[config.mk]
export PLATFORM = sky130hd
export DESIGN_NAME = pie_irq_ctrl
export DESIGN_NICKNAME = d
export VERILOG_FILES = /design/src/pie_pkg.sv /design/src/pie_irq_ctrl.sv
export VERILOG_INCLUDE_DIRS = /design/src
export SDC_FILE = /design/constraint.sdc
export NUM_CORES = 2
export LEC_CHECK = 0
export BUFFER_PORTS_ARGS = -buffer_cell sky130_fd_sc_hd__buf_2
export CAP_MARGIN = 25
export CORE_MARGIN = 4
export CORE_UTILIZATION = 60
export DETAILED_ROUTE_END_ITERATION = 6
export PLACE_DENSITY = 0.78
export SYNTH_ARGS = -nofsm -noshare
export SYNTH_HDL_FRONTEND = slang
export SYNTH_SLANG_ARGS = --single-unit
[constraint.sdc]
create_clock -name clk_sys -period 42.6 [get_ports clk_sys]
set_input_delay 8.52 -clock clk_sys [delete_from_list [all_inputs] [get_ports clk_sys]]
set_output_delay 8.52 -clock clk_sys [all_outputs]
set_load 0.03 [all_outputs]
[src/pie_map.svh]
// Constants of the prioritised interrupt and event transfer block.
// Included by its bare name wherever the macros are needed; definitions only.
`ifndef PIE_MAP_SVH
`define PIE_MAP_SVH
// Sizes
`define PIE_NSRC 16
`define PIE_NCH 8
`define PIE_NFAST 8
`define PIE_SRC_W 10
`define PIE_CHC_W 11
// Register indices, byte address is four times the index
`define PIE_IDX_EDGE_CFG 16'hf1c0
`define PIE_IDX_SRC_SEL 16'hf1da
`define PIE_IDX_SRC_CTL 16'hf100
`define PIE_IDX_CH_CTL 16'hf110
`define PIE_IDX_CH_SRC 16'hf118
`define PIE_IDX_CH_DST 16'hf120
`define PIE_IDX_IRQ_STAT 16'hf128
`define PIE_IDX_IRQ_MASK 16'hf129
`define PIE_IDX_M16 16'hfff0
`define PIE_IDX_M8 16'hfff8
// Reset values
`define PIE_RST_EDGE_CFG 16'h0000
`define PIE_RST_SRC_SEL 16'h0000
// Edge and source select codes
`define PIE_ES_OFF 2'h0
`define PIE_ES_RISE 2'h1
`define PIE_ES_FALL 2'h2
`define PIE_ES_ANY 2'h3
`define PIE_SS_PIN 2'h0
`define PIE_SS_ALT 2'h1
`define PIE_SS_OR 2'h2
`define PIE_SS_AND 2'h3
// Vectors and pointer steps
`define PIE_VEC_BASE 16'h0040
`define PIE_STEP_BYTE 16'h0001
`define PIE_STEP_WORD 16'h0002
// Timing at the system clock
`define PIE_CLK_NS 40
`define PIE_LAT_MIN_NS 125
`define PIE_LAT_MAX_NS 300
`define PIE_LAT_MIN_CYC ((`PIE_LAT_MIN_NS + `PIE_CLK_NS - 1) / `PIE_CLK_NS)
`define PIE_LAT_MAX_CYC (`PIE_LAT_MAX_NS / `PIE_CLK_NS)
`define PIE_WAIT_CYC (`PIE_LAT_MIN_CYC - 2)
`endif

[src/pie_pkg.sv]
// Types of the prioritised interrupt and event transfer block.
// Assumes pie_map.svh is on the include path.
package pie_pkg;
`include "pie_map.svh"
typedef enum logic [1:0] {PIE_IDLE, PIE_WAIT, PIE_REQ} pie_state_type;
typedef enum logic [3:0] {
    PIE_K_NONE, PIE_K_EDGE, PIE_K_SEL, PIE_K_SRC, PIE_K_CHC,
    PIE_K_CHS, PIE_K_CHD, PIE_K_STAT, PIE_K_MASK
} pie_kind_type;
typedef struct packed {
    logic psel;
    logic penable;
    logic pwrite;
    logic [17:0] paddr;
    logic [31:0] pwdata;
} pie_apb_req_type;
typedef struct packed {
    logic [31:0] prdata;
    logic pready;
    logic pslverr;
} pie_apb_rsp_type;
// Source control word, bit 9 down to bit 0
typedef struct packed {
    logic req;
    logic [2:0] ch;
    logic xfer;
    logic en;
    logic [3:0] prio;
} pie_src_type;
// Channel control word, bit 10 down to bit 0
typedef struct packed {
    logic cont;
    logic incDst;
    logic word;
    logic [7:0] cnt;
} pie_chctl_type;
typedef struct packed {
    pie_chctl_type ctl;
    logic [15:0] srcPtr;
    logic [15:0] dstPtr;
} pie_chan_type;
typedef struct packed {
    logic irqReq;
    logic [3:0] irqLevel;
    logic [15:0] irqVec;
} pie_cpu_type;
typedef struct packed {
    logic stb;
    logic word;
    logic [15:0] src;
    logic [15:0] dst;
    logic [7:0] left;
} pie_xfer_type;
typedef struct packed {
    pie_kind_type kind;
    logic [3:0] sub;
} pie_dec_type;
typedef struct packed {
    logic found;
    logic [3:0] idx;
} pie_win_type;
typedef struct packed {
    pie_state_type st;
    logic [2:0] cnt;
    logic [3:0] win;
    logic isTrap;
    logic trapPend;
    logic [3:0] trapNum;
    pie_src_type [`PIE_NSRC-1:0] src;
    pie_chan_type [`PIE_NCH-1:0] ch;
    logic [15:0] edgeCfg;
    logic [15:0] srcSel;
    logic [7:0] prevIn;
    logic [7:0] pdLvl;
    logic [7:0] stat;
    logic [7:0] mask;
    pie_apb_rsp_type rsp;
    pie_cpu_type cpu;
    pie_xfer_type xo;
    logic pdAllow;
    logic pdWake;
    logic irqOut;
} pie_reg_type;
endpackage

[src/pie_irq_ctrl.sv]
// Prioritised vectored interrupts, event transfer channels and
// fast external interrupt inputs with power-down control.
// Assumes a CPU that acknowledges requests and performs the one-cycle
// transfers it is handed; all inputs are synchronous to clk_sys.
`include "pie_map.svh"

module pie_irq_ctrl
    import pie_pkg::*;
(
    // Clock, reset and enable
    input wire logic clk_sys,
    input wire logic rstn,
    input wire logic ce,
    // APB register port
    input wire pie_apb_req_type apbReq,
    output pie_apb_rsp_type apbRsp,
    // Request sources
    input wire logic [7:0] fastPin,
    input wire logic canRx0,
    input wire logic canRx1,
    input wire logic [7:0] perReq,
    // CPU side
    input wire logic [3:0] cpuLevel,
    input wire logic cpuAck,
    input wire logic trapValid,
    input wire logic [3:0] trapNum,
    input wire logic pdActive,
    output pie_cpu_type cpuOut,
    output pie_xfer_type xferOut,
    output logic pdAllow,
    output logic pdWake,
    output logic irqOut
);

    pie_reg_type s_q;
    pie_reg_type s_d;
    logic [7:0] altSrc;
    logic [7:0] fastLvl;
    logic [7:0] fastEvt;
    logic [7:0] pdOk;
    logic [7:0] wakeV;
    logic [15:0] srcEvt;
    logic [15:0] wd;
    logic [15:0] rdv;
    pie_win_type w;
    pie_src_type cur;
    logic [2:0] curChIdx;
    pie_chan_type curCh;
    logic goXfer;
    logic [15:0] step;
    pie_dec_type dec;

    // Winner: strictly above the CPU level, ties go to the lowest index
    function automatic pie_win_type arbPick(
        input pie_src_type [`PIE_NSRC-1:0] sv,
        input logic [3:0] lvl
    );
        pie_win_type r;
        logic [3:0] best;
        r = '0;
        best = lvl;
        for (int i = 0; i < `PIE_NSRC; i++) begin
            if (sv[i].req && sv[i].en && sv[i].prio > best) begin
                best = sv[i].prio;
                r.found = 1'b1;
                r.idx = 4'(i);
            end
        end
        return r;
    endfunction

    // Fast input source mux
    function automatic logic pickLvl(
        input logic [1:0] ss,
        input logic pin,
        input logic alt
    );
        logic r;
        unique case (ss)
            `PIE_SS_PIN: r = pin;
            `PIE_SS_ALT: r = alt;
            `PIE_SS_OR: r = pin | alt;
            `PIE_SS_AND: r = pin & alt;
        endcase
        return r;
    endfunction

    // Register index decode, shared by read and write paths
    function automatic pie_dec_type decode(input logic [15:0] idx);
        pie_dec_type d;
        d.kind = PIE_K_NONE;
        d.sub = idx[3:0];
        if (idx == `PIE_IDX_EDGE_CFG) d.kind = PIE_K_EDGE;
        else if (idx == `PIE_IDX_SRC_SEL) d.kind = PIE_K_SEL;
        else if (idx == `PIE_IDX_IRQ_STAT) d.kind = PIE_K_STAT;
        else if (idx == `PIE_IDX_IRQ_MASK) d.kind = PIE_K_MASK;
        else if ((idx & `PIE_IDX_M16) == `PIE_IDX_SRC_CTL) d.kind = PIE_K_SRC;
        else if ((idx & `PIE_IDX_M8) == `PIE_IDX_CH_CTL) d.kind = PIE_K_CHC;
        else if ((idx & `PIE_IDX_M8) == `PIE_IDX_CH_SRC) d.kind = PIE_K_CHS;
        else if ((idx & `PIE_IDX_M8) == `PIE_IDX_CH_DST) d.kind = PIE_K_CHD;
        return d;
    endfunction

    // Alternate sources: two CAN receive lines, rest tied low
    assign altSrc = {6'h00, canRx1, canRx0};

    // Fast inputs, one slice per input
    for (genvar g = 0; g < `PIE_NFAST; g++) begin : g_fast
        logic [1:0] es;
        logic rise;
        logic fall;
        assign es = s_q.edgeCfg[2*g +: 2];
        assign fastLvl[g] = pickLvl(s_q.srcSel[2*g +: 2], fastPin[g], altSrc[g]);
        assign rise = fastLvl[g] & ~s_q.prevIn[g];
        assign fall = ~fastLvl[g] & s_q.prevIn[g];
        // Edge code picks the request edge
        assign fastEvt[g] = (es == `PIE_ES_RISE && rise)
            || (es == `PIE_ES_FALL && fall)
            || (es == `PIE_ES_ANY && (rise || fall));
        // Disabled inputs always permit sleep and never wake
        assign pdOk[g] = (es == `PIE_ES_RISE) ? ~fastLvl[g]
            : (es == `PIE_ES_FALL) ? fastLvl[g] : 1'b1;
        assign wakeV[g] = (es == `PIE_ES_RISE) ? fastLvl[g]
            : (es == `PIE_ES_FALL) ? ~fastLvl[g]
            : (es == `PIE_ES_ANY) ? (fastLvl[g] ^ s_q.pdLvl[g])
            : 1'b0;
    end

    // Sources 0-7 are the fast inputs, 8-15 peripheral pulses
    assign srcEvt = {perReq, fastEvt};
    assign w = arbPick(s_q.src, cpuLevel);
    assign cur = s_q.src[s_q.win];
    assign curChIdx = cur.ch;
    assign curCh = s_q.ch[curChIdx];
    // Continuous channels never run down, so they always transfer
    assign goXfer = s_q.st == PIE_WAIT && s_q.cnt == 3'h0 && !s_q.isTrap
        && cur.xfer && (curCh.ctl.cont || curCh.ctl.cnt != 8'h00);
    assign step = curCh.ctl.word ? `PIE_STEP_WORD : `PIE_STEP_BYTE;
    assign dec = decode(apbReq.paddr[17:2]);
    assign wd = apbReq.pwdata[15:0];

    // Next-state logic for the whole block
    always_comb begin
        s_d = s_q;
        rdv = 16'h0000;
        s_d.xo.stb = 1'b0;
        // Read mux
        unique case (dec.kind)
            PIE_K_NONE: rdv = 16'h0000;
            PIE_K_EDGE: rdv = s_q.edgeCfg;
            PIE_K_SEL: rdv = s_q.srcSel;
            PIE_K_SRC: rdv = 16'(s_q.src[dec.sub]);
            PIE_K_CHC: rdv = 16'(s_q.ch[dec.sub[2:0]].ctl);
            PIE_K_CHS: rdv = s_q.ch[dec.sub[2:0]].srcPtr;
            PIE_K_CHD: rdv = s_q.ch[dec.sub[2:0]].dstPtr;
            PIE_K_STAT: rdv = {8'h00, s_q.stat};
            PIE_K_MASK: rdv = {8'h00, s_q.mask};
        endcase
        // One wait state: data is ready the cycle after access starts
        if (apbReq.psel && apbReq.penable && !s_q.rsp.pready) begin
            s_d.rsp.pready = 1'b1;
            s_d.rsp.prdata = {16'h0000, rdv};
            s_d.rsp.pslverr = (dec.kind == PIE_K_NONE);
        end else if (s_q.rsp.pready) begin
            s_d.rsp.pready = 1'b0;
            s_d.rsp.pslverr = 1'b0;
            // Writes land on the completing edge only
            if (apbReq.psel && apbReq.penable && apbReq.pwrite) begin
                unique case (dec.kind)
                    PIE_K_NONE: s_d.rsp.pslverr = 1'b0;
                    PIE_K_EDGE: s_d.edgeCfg = wd;
                    PIE_K_SEL: s_d.srcSel = wd;
                    PIE_K_SRC: s_d.src[dec.sub] = pie_src_type'(wd[`PIE_SRC_W-1:0]);
                    PIE_K_CHC: s_d.ch[dec.sub[2:0]].ctl = pie_chctl_type'(wd[`PIE_CHC_W-1:0]);
                    PIE_K_CHS: s_d.ch[dec.sub[2:0]].srcPtr = wd;
                    PIE_K_CHD: s_d.ch[dec.sub[2:0]].dstPtr = wd;
                    PIE_K_STAT: s_d.stat = s_q.stat & ~wd[7:0];
                    PIE_K_MASK: s_d.mask = wd[7:0];
                endcase
            end
        end
        // Power-down permission and wake, level caught while awake
        s_d.prevIn = fastLvl;
        if (!pdActive) begin
            s_d.pdLvl = fastLvl;
        end
        s_d.pdAllow = &pdOk;
        s_d.pdWake = pdActive && (|wakeV);
        // Service sequencer
        unique case (s_q.st)
            PIE_IDLE: begin
                // Traps are software-driven and go ahead of sources
                if (s_q.trapPend) begin
                    s_d.isTrap = 1'b1;
                    s_d.win = s_q.trapNum;
                    s_d.cnt = 3'(`PIE_WAIT_CYC);
                    s_d.st = PIE_WAIT;
                end else if (w.found) begin
                    s_d.isTrap = 1'b0;
                    s_d.win = w.idx;
                    s_d.cnt = 3'(`PIE_WAIT_CYC);
                    s_d.st = PIE_WAIT;
                end
            end
            PIE_WAIT: begin
                // Padding keeps the response inside its time window
                if (s_q.cnt != 3'h0) begin
                    s_d.cnt = s_q.cnt - 3'h1;
                end else if (goXfer) begin
                    // Single stolen cycle, no vector fetch
                    s_d.xo.stb = 1'b1;
                    s_d.xo.word = curCh.ctl.word;
                    s_d.xo.src = curCh.srcPtr;
                    s_d.xo.dst = curCh.dstPtr;
                    if (curCh.ctl.incDst) begin
                        s_d.ch[curChIdx].dstPtr = curCh.dstPtr + step;
                    end else begin
                        s_d.ch[curChIdx].srcPtr = curCh.srcPtr + step;
                    end
                    if (curCh.ctl.cont) begin
                        s_d.xo.left = curCh.ctl.cnt;
                    end else begin
                        s_d.xo.left = curCh.ctl.cnt - 8'h01;
                        s_d.ch[curChIdx].ctl.cnt = curCh.ctl.cnt - 8'h01;
                        if (curCh.ctl.cnt == 8'h01) begin
                            s_d.stat[curChIdx] = 1'b1;
                        end
                    end
                    s_d.src[s_q.win].req = 1'b0;
                    s_d.st = PIE_IDLE;
                end else if (!s_q.isTrap
                    && !(cur.req && cur.en && cur.prio > cpuLevel)) begin
                    // Withdrawn, or the CPU rose to this level while padding
                    s_d.st = PIE_IDLE;
                end else begin
                    s_d.cpu.irqReq = 1'b1;
                    s_d.cpu.irqLevel = s_q.isTrap ? cpuLevel : cur.prio;
                    s_d.cpu.irqVec = `PIE_VEC_BASE + {10'h000, s_q.win, 2'h0};
                    s_d.st = PIE_REQ;
                end
            end
            PIE_REQ: begin
                if (cpuAck) begin
                    s_d.cpu.irqReq = 1'b0;
                    if (s_q.isTrap) begin
                        s_d.trapPend = 1'b0;
                    end else begin
                        s_d.src[s_q.win].req = 1'b0;
                    end
                    s_d.st = PIE_IDLE;
                end else if (!s_q.isTrap
                    && (cur.prio <= cpuLevel || !cur.en || !cur.req)) begin
                    // CPU rose to this level, or the source was disabled or withdrawn: offer dropped
                    s_d.cpu.irqReq = 1'b0;
                    s_d.st = PIE_IDLE;
                end
            end
        endcase
        // Late sets win over clears made above
        if (trapValid) begin
            s_d.trapPend = 1'b1;
            s_d.trapNum = trapNum;
        end
        for (int i = 0; i < `PIE_NSRC; i++) begin
            if (srcEvt[i]) begin
                s_d.src[i].req = 1'b1;
            end
        end
        s_d.irqOut = |(s_d.stat & s_d.mask);
    end

    // State register, frozen while the enable is low
    always_ff @(posedge clk_sys) begin
        if (!rstn) begin
            s_q <= '0;
            s_q.edgeCfg <= `PIE_RST_EDGE_CFG;
            s_q.srcSel <= `PIE_RST_SRC_SEL;
        end else if (ce) begin
            s_q <= s_d;
        end
    end

    // Outputs straight from the state register
    assign apbRsp = s_q.rsp;
    assign cpuOut = s_q.cpu;
    assign xferOut = s_q.xo;
    assign pdAllow = s_q.pdAllow;
    assign pdWake = s_q.pdWake;
    assign irqOut = s_q.irqOut;

    // Checks, counted in enabled cycles only
    localparam int LatHold = `PIE_WAIT_CYC;
    localparam int LatMax = `PIE_LAT_MAX_CYC;
    logic [3:0] pastWin;
    assign pastWin = s_q.win;
endmodule

# Word-level counts from Yosys, hierarchy flattened
# Index checks and enable logic that the tools add are counted.
[op_classes] muxes=193 n_shift=0 bitwise_logic=53 div_mod_pow=0 n_reduce_logical=152 eq_ne=73 addsub=5 mul=0 order_cmp=26
[op_table] cell="$bwmux W344" n=6
[op_table] cell="$mux W344" n=6
[op_table] cell="$mux W536" n=3
[op_table] cell="$pmux W344 S3" n=1
[op_table] cell="$mux W504" n=2
[op_table] cell="$demux W43 S3" n=6
[op_table] cell="$mux W160" n=3
[op_table] cell="$bwmux W160" n=2
[op_table] cell="$pmux W160 S2" n=1
[op_table] cell="$bmux W43 S3" n=2
[op_table] cell="$pmux W16 S9" n=1
[op_table] cell="$mux W43" n=3
[op_table] cell="$mux W16" n=7
[op_table] cell="$mux W5" n=17
[op_table] cell="$mux W42" n=2
[op_table] cell="$bmux W10 S4" n=2
[op_table] cell="$demux W10 S4" n=2
[op_table] cell="$mux W4" n=20
[op_table] cell="$logic_and A1 B1 Y1" n=72
[op_table] cell="$gt A4 B4 Y1" n=17
[op_table] cell="$eq A2 B2 Y1 const B" n=33
[op_table] cell="$eq A16 B16 Y1 const B" n=4
[op_table] cell="$mux W32" n=2
[op_table] cell="$mux W8" n=8
[op_table] cell="55 further kinds" n=280
[word_totals] out_inout_bits=100 input_bits=85 mem_bits_ro=0 latchBits=0 n_memories=0 ram_bits=0 ff_bits=659

# Logic depth before layout (Yosys ltp)
[logic_depth] ltp_word=51 mapped_depth=140

# Worst setup path after synthesis
# OpenSTA, ideal clock, no wires.
[synth_path] path_type="input to register" start="input port cpuLevel[3]" end="register s_q[679] in the netlist's numbering" n_path_buf=4 t_required_ns=42.481 arrival_time_ns=32.113 cell_stages=126 path_slack_ns=10.369 cell_sequence="inv_1 ha_1 a21oi_1 a21oi_1 nor2_1 a21oi_1 ha_1 inv_1 a2111oi_2 o22a_2 o21ai_0 a41oi_1 nor2_1 a21oi_1 ha_1 inv_1 nor3b_1 mux2i_1 [... 90 more ...] ha_1 nor2b_1 o21a_1 o21a_1 o2111ai_1 nor2_1 a21o_1 ha_1 nor2b_1 o21a_1 o21ai_0 nand2b_1 a41oi_1 nand2_1 and4b_1 clkbuf_1 a31oi_1 o221a_2"
[synth_via] elab_chain_len=50
[synth_rtl] item="from (decl)" line_no="pie_irq_ctrl.sv:23" rtl="input wire logic [3:0] cpuLevel,"
[synth_rtl] item="$gt A4 B4 Y1" line_no="pie_irq_ctrl.sv:63" rtl="if (sv[i].req && sv[i].en && sv[i].prio > best) begin"
[synth_rtl] item="$logic_and A1 B1 Y1" line_no="pie_irq_ctrl.sv:63"
[synth_rtl] item="$mux W4" line_no="pie_irq_ctrl.sv:63"
[synth_rtl] item="$gt A4 B4 Y1" line_no="pie_irq_ctrl.sv:63"
[synth_rtl] item="$logic_and A1 B1 Y1" line_no="pie_irq_ctrl.sv:63"
[synth_rtl] item="$mux W4" line_no="pie_irq_ctrl.sv:63"
[synth_rtl] item="$gt A4 B4 Y1" line_no="pie_irq_ctrl.sv:63"
[synth_rtl] item="$logic_and A1 B1 Y1" line_no="pie_irq_ctrl.sv:63"
[synth_rtl] item="[... 34 more ...]"
[synth_rtl] item="$gt A4 B4 Y1" line_no="pie_irq_ctrl.sv:63"
[synth_rtl] item="$logic_and A1 B1 Y1" line_no="pie_irq_ctrl.sv:63"
[synth_rtl] item="$mux W4" line_no="pie_irq_ctrl.sv:63"
[synth_rtl] item="$gt A4 B4 Y1" line_no="pie_irq_ctrl.sv:63"
[synth_rtl] item="$logic_and A1 B1 Y1" line_no="pie_irq_ctrl.sv:63"
[synth_rtl] item="$mux W5 (*)" line_no="pie_irq_ctrl.sv:63"
[synth_rtl] item="$ne A3 B3 Y1 (no line) (*)"
[synth_rtl] item="$reduce_and A4 Y1 (no line) (*)"
[synth_rtl] item="to (decl)" line_no="pie_irq_ctrl.sv:35" rtl="pie_reg_type s_q;"
# Mark *: on every way between the ends. The rest lies on a longest branch, timed or not.
# A chain may end at the register's enable or synchronous reset.

# Worst setup path after layout
[layout_path] start="input port cpuLevel[1]" end="register s_q[679] in the netlist's numbering"
# The elaborated chain is that of the path after synthesis.

==> qor.yml <==
power_density_nw_per_um2: 31.11
synth_fa_ha_area_share_pct: 2.251
layout_commonest_cell: "dfxtp_1"
die_w_um: 273.2
synth-seq-cells: 656
cts_tree: "built"
power.leakage_nw: 16.06
relSlewSlack_pct: 5.343
ioPinCount: 185
crit_path_max_incr_delay_ps: 570
synth_ff_type: "dfxtp_1"
nets: 5096
grt_pass1_vias: 40230
die_height_um: 273.2
setup_viol: 0
whs_ps: 450.0
arrival_ps: 36670
synth_top_family_by_area: "compound AO/OA/AOI/OAI gates"
netlist_instances: 5150
port_buffers: 139
vdd_drop_max_mv: 0.03542
cp_common_cell: "ha_1"
cts_setup_buffers: 0
postCtsResizedCells: 0
post-route-period-util_pct: 84.84
startpoint_type: "primary input"
drt_wl_total_um: 171500
area_growth_pct: 7.067
ant_nets: 0
grt_overflow_total: 0
first_pass_iters: 7
synth_edf_count: 0
antenna_found_initial: 13
initial_core_util_pct: 60.98
grt_max_degree: 217
skew_ps: 30.38
async_flop_share_pct: 0
grt_pass1_wl_um: 252500
synth_compound_area_share_pct: 26.72
fmax_mhz: 27.67
worstMarginPinSlew_ps: 1420
synthSimpleGateAreaFrac_pct: 16.50
crit_path_max_fanout: 17
drt_iter0_drc: 8731
cp_slowest_cell: "a211o_1"
slew_viol_final: 0
violations: "design-rule violations"
drive_gt1_share_pct: 14.45
cts_htree_levels: 3
fin_crit_ps: 36140
rows: 96
cts.clk_slew.worst_paths_ps: 60
cap_viol_max_count: 0
grt_usage_pct: 43.86
yosys_warnings: 0
wl_per_cell_um: 28.90
worstPathRequired_ps: 43130
cts_made_buffers: 73
hpwlAfterDp_um: 111900
yosysUniqueCellTypes: 110
ys_seq_area_share_pct: 31.13
synth_area_um2: 42190
dieArea_um2: 74630
status: "finished with violations"
grt_setup_unrepaired: "false"
end_kind: "flip-flop"
synthMuxAreaShare_pct: 15.20
clk_latency_ps: 650
vias: 44340
final-hold-violation-count: 0
place.gp.congestion: 1.018
synthXorXnorAreaFrac_pct: 1.308
cts_root_buf: "clkbuf_16"
coreArea_um2: 69190
cts_sinks: 656
drcViolationCount: 10
min_path_type: "flip-flop to flip-flop"
final_cell_mix: "dfxtp_1, nor2_1, a21oi_1, nand2_1, o21ai_0"
cts_hold_buffers: 0
avgViaCountPerCell: 7.470
clockBufferDepth: 3
critical_path_class: "primary input to flip-flop"
syn_area_per_cell_um2: 8.193
finalSetupTns_ps: 0
power by group:
part / internal, mW / switching [mW] / leakage (nW)
clock: 0.392 / 0.282 / 1.22
sequential: 0.617 / 0.00335 / 5.29
combinational: 0.0290 / 0.0817 / 9.56
worst paths after layout:
| kind | start | end | slack [ps] | depth (start not counted) |
|---|---|---|---|---|
| setup / recovery | cpuLevel[1] | s_q[679] | 6460 | 128 |
| hold / removal | xferOut[5] | xferOut[5] | 450 | 2 |
| setup reg to reg | s_q[511] | s_q[679] | 14290 | 126 |
| hold reg to reg | xferOut[5] | xferOut[5] | 450 | 2 |
metrics by stage:
stage | cell area, µm² | power (mW) | setup slack (ps) | instances | utilization, %
after floorplan | 42290 | 0.7096 | 10370 | 5176 | -
after global placement | 42500 | 0.7379 | 6854 | 5782 | 61.43
after detailed placement | 42580 | 0.7393 | 6440 | 5787 | 61.55
after CTS | 45060 | 1.395 | 6938 | 5919 | 65.13
after global routing | 45160 | 1.428 | 4439 | 5929 | 65.27
final | 45170 | 1.405 | 6458 | 5935 | 65.29
kinds of logic (layout without fill, tap and decap cells):
group / after synthesis / in the layout
buffers and inverters: 666 / 485
muxes: 397 / 397
DFF: 656 / 656
other: 1 / 36
and+or+nand+nor: 1555 / 1555
adders and majority gates: 75 / 75
xor gates and xnor gates: 63 / 63
AOI/OAI and AO/OA: 1737 / 1737
critical path: cells and delay by family:
family,cells,cell delay [ps]
AO/OA/AOI/OAI,54,13960
AND/OR/NAND/NOR,35,5240
adder cells (fa/ha/maj),16,4740
multiplexers,10,3100
buffers and inverters,13,1120
registers in the layout (all words and copies together) (netlist names), named ones only:
register	cells
apbRsp	18
cpuOut	10
g_fast.es	16
irqOut	1
pastWin	4
pdAllow	1
pdWake	1
s_q	539
xferOut	42
cell usage after synthesis (7+ instances only):
| library cell | count | share of area, % |
|---|---|---|
| nand2_1 | 496 | 4.4 |
| a211o_1 | 7 | 0.15 |
| buf_4 | 100 | 1.8 |
| a21oi_1 | 519 | 6.2 |
| clkbuf_1 | 397 | 3.5 |
| nand2b_1 | 20 | 0.30 |
| o2111ai_1 | 7 | 0.15 |
| and2_1 | 27 | 0.40 |
| mux2i_1 | 158 | 3.7 |
| or2_2 | 14 | 0.21 |
| o211a_1 | 14 | 0.33 |
| nor2_1 | 553 | 4.9 |
| a22oi_1 | 179 | 3.2 |
| a21o_1 | 8 | 0.14 |
| ha_1 | 71 | 2.1 |
| nor2b_1 | 42 | 0.62 |
| xnor2_1 | 38 | 0.79 |
| mux4_2 | 188 | 10 |
| a211oi_1 | 87 | 1.5 |
| xor2_1 | 25 | 0.52 |
| o221a_2 | 57 | 1.5 |
| mux2_2 | 45 | 1.2 |
| and3_1 | 55 | 0.82 |
| inv_1 | 108 | 0.96 |
| buf_1 | 56 | 0.50 |
| a221oi_1 | 77 | 1.6 |
| nand3b_1 | 11 | 0.20 |
| nor3_1 | 89 | 1.1 |
| o21a_1 | 7 | 0.12 |
| o21ai_0 | 351 | 4.2 |
| a22o_1 | 8 | 0.17 |
| nor4_1 | 15 | 0.22 |
| nor3b_1 | 16 | 0.28 |
| dfxtp_1 | 656 | 31 |
| o22ai_1 | 125 | 1.9 |
| o21ai_1 | 30 | 0.36 |
| nand4_1 | 20 | 0.30 |
| o31ai_1 | 101 | 1.8 |
| o211ai_1 | 42 | 0.75 |
| or4_1 | 15 | 0.27 |
| nand3_1 | 109 | 1.3 |
| o221ai_1 | 12 | 0.25 |
| or3_1 | 52 | 0.77 |
| a31oi_1 | 20 | 0.30 |
layer usage:
layer | up-vias | track usage (%) | routed length [µm]
li1 | 18640 | - | -
met1 | 20560 | 53.59 | 57420
met2 | 4050 | 62.75 | 69840
met3 | 1069 | 16.71 | 27950
met4 | 14 | 32.68 | 16190
met5 | - | 0 | 131
area by class of cell:
cell class	count	area, µm²
clock buffers	105	2090
well taps	931	1165
repair buffers	244	1612
clock inverters	27	386.6
fillers	5882	24010
multi-input cells	3854	26340
inverters	109	419.2
flip-flops and latches	656	13140
diodes	9	22.52
Note: power is estimated with default switching activity, not from simulation.
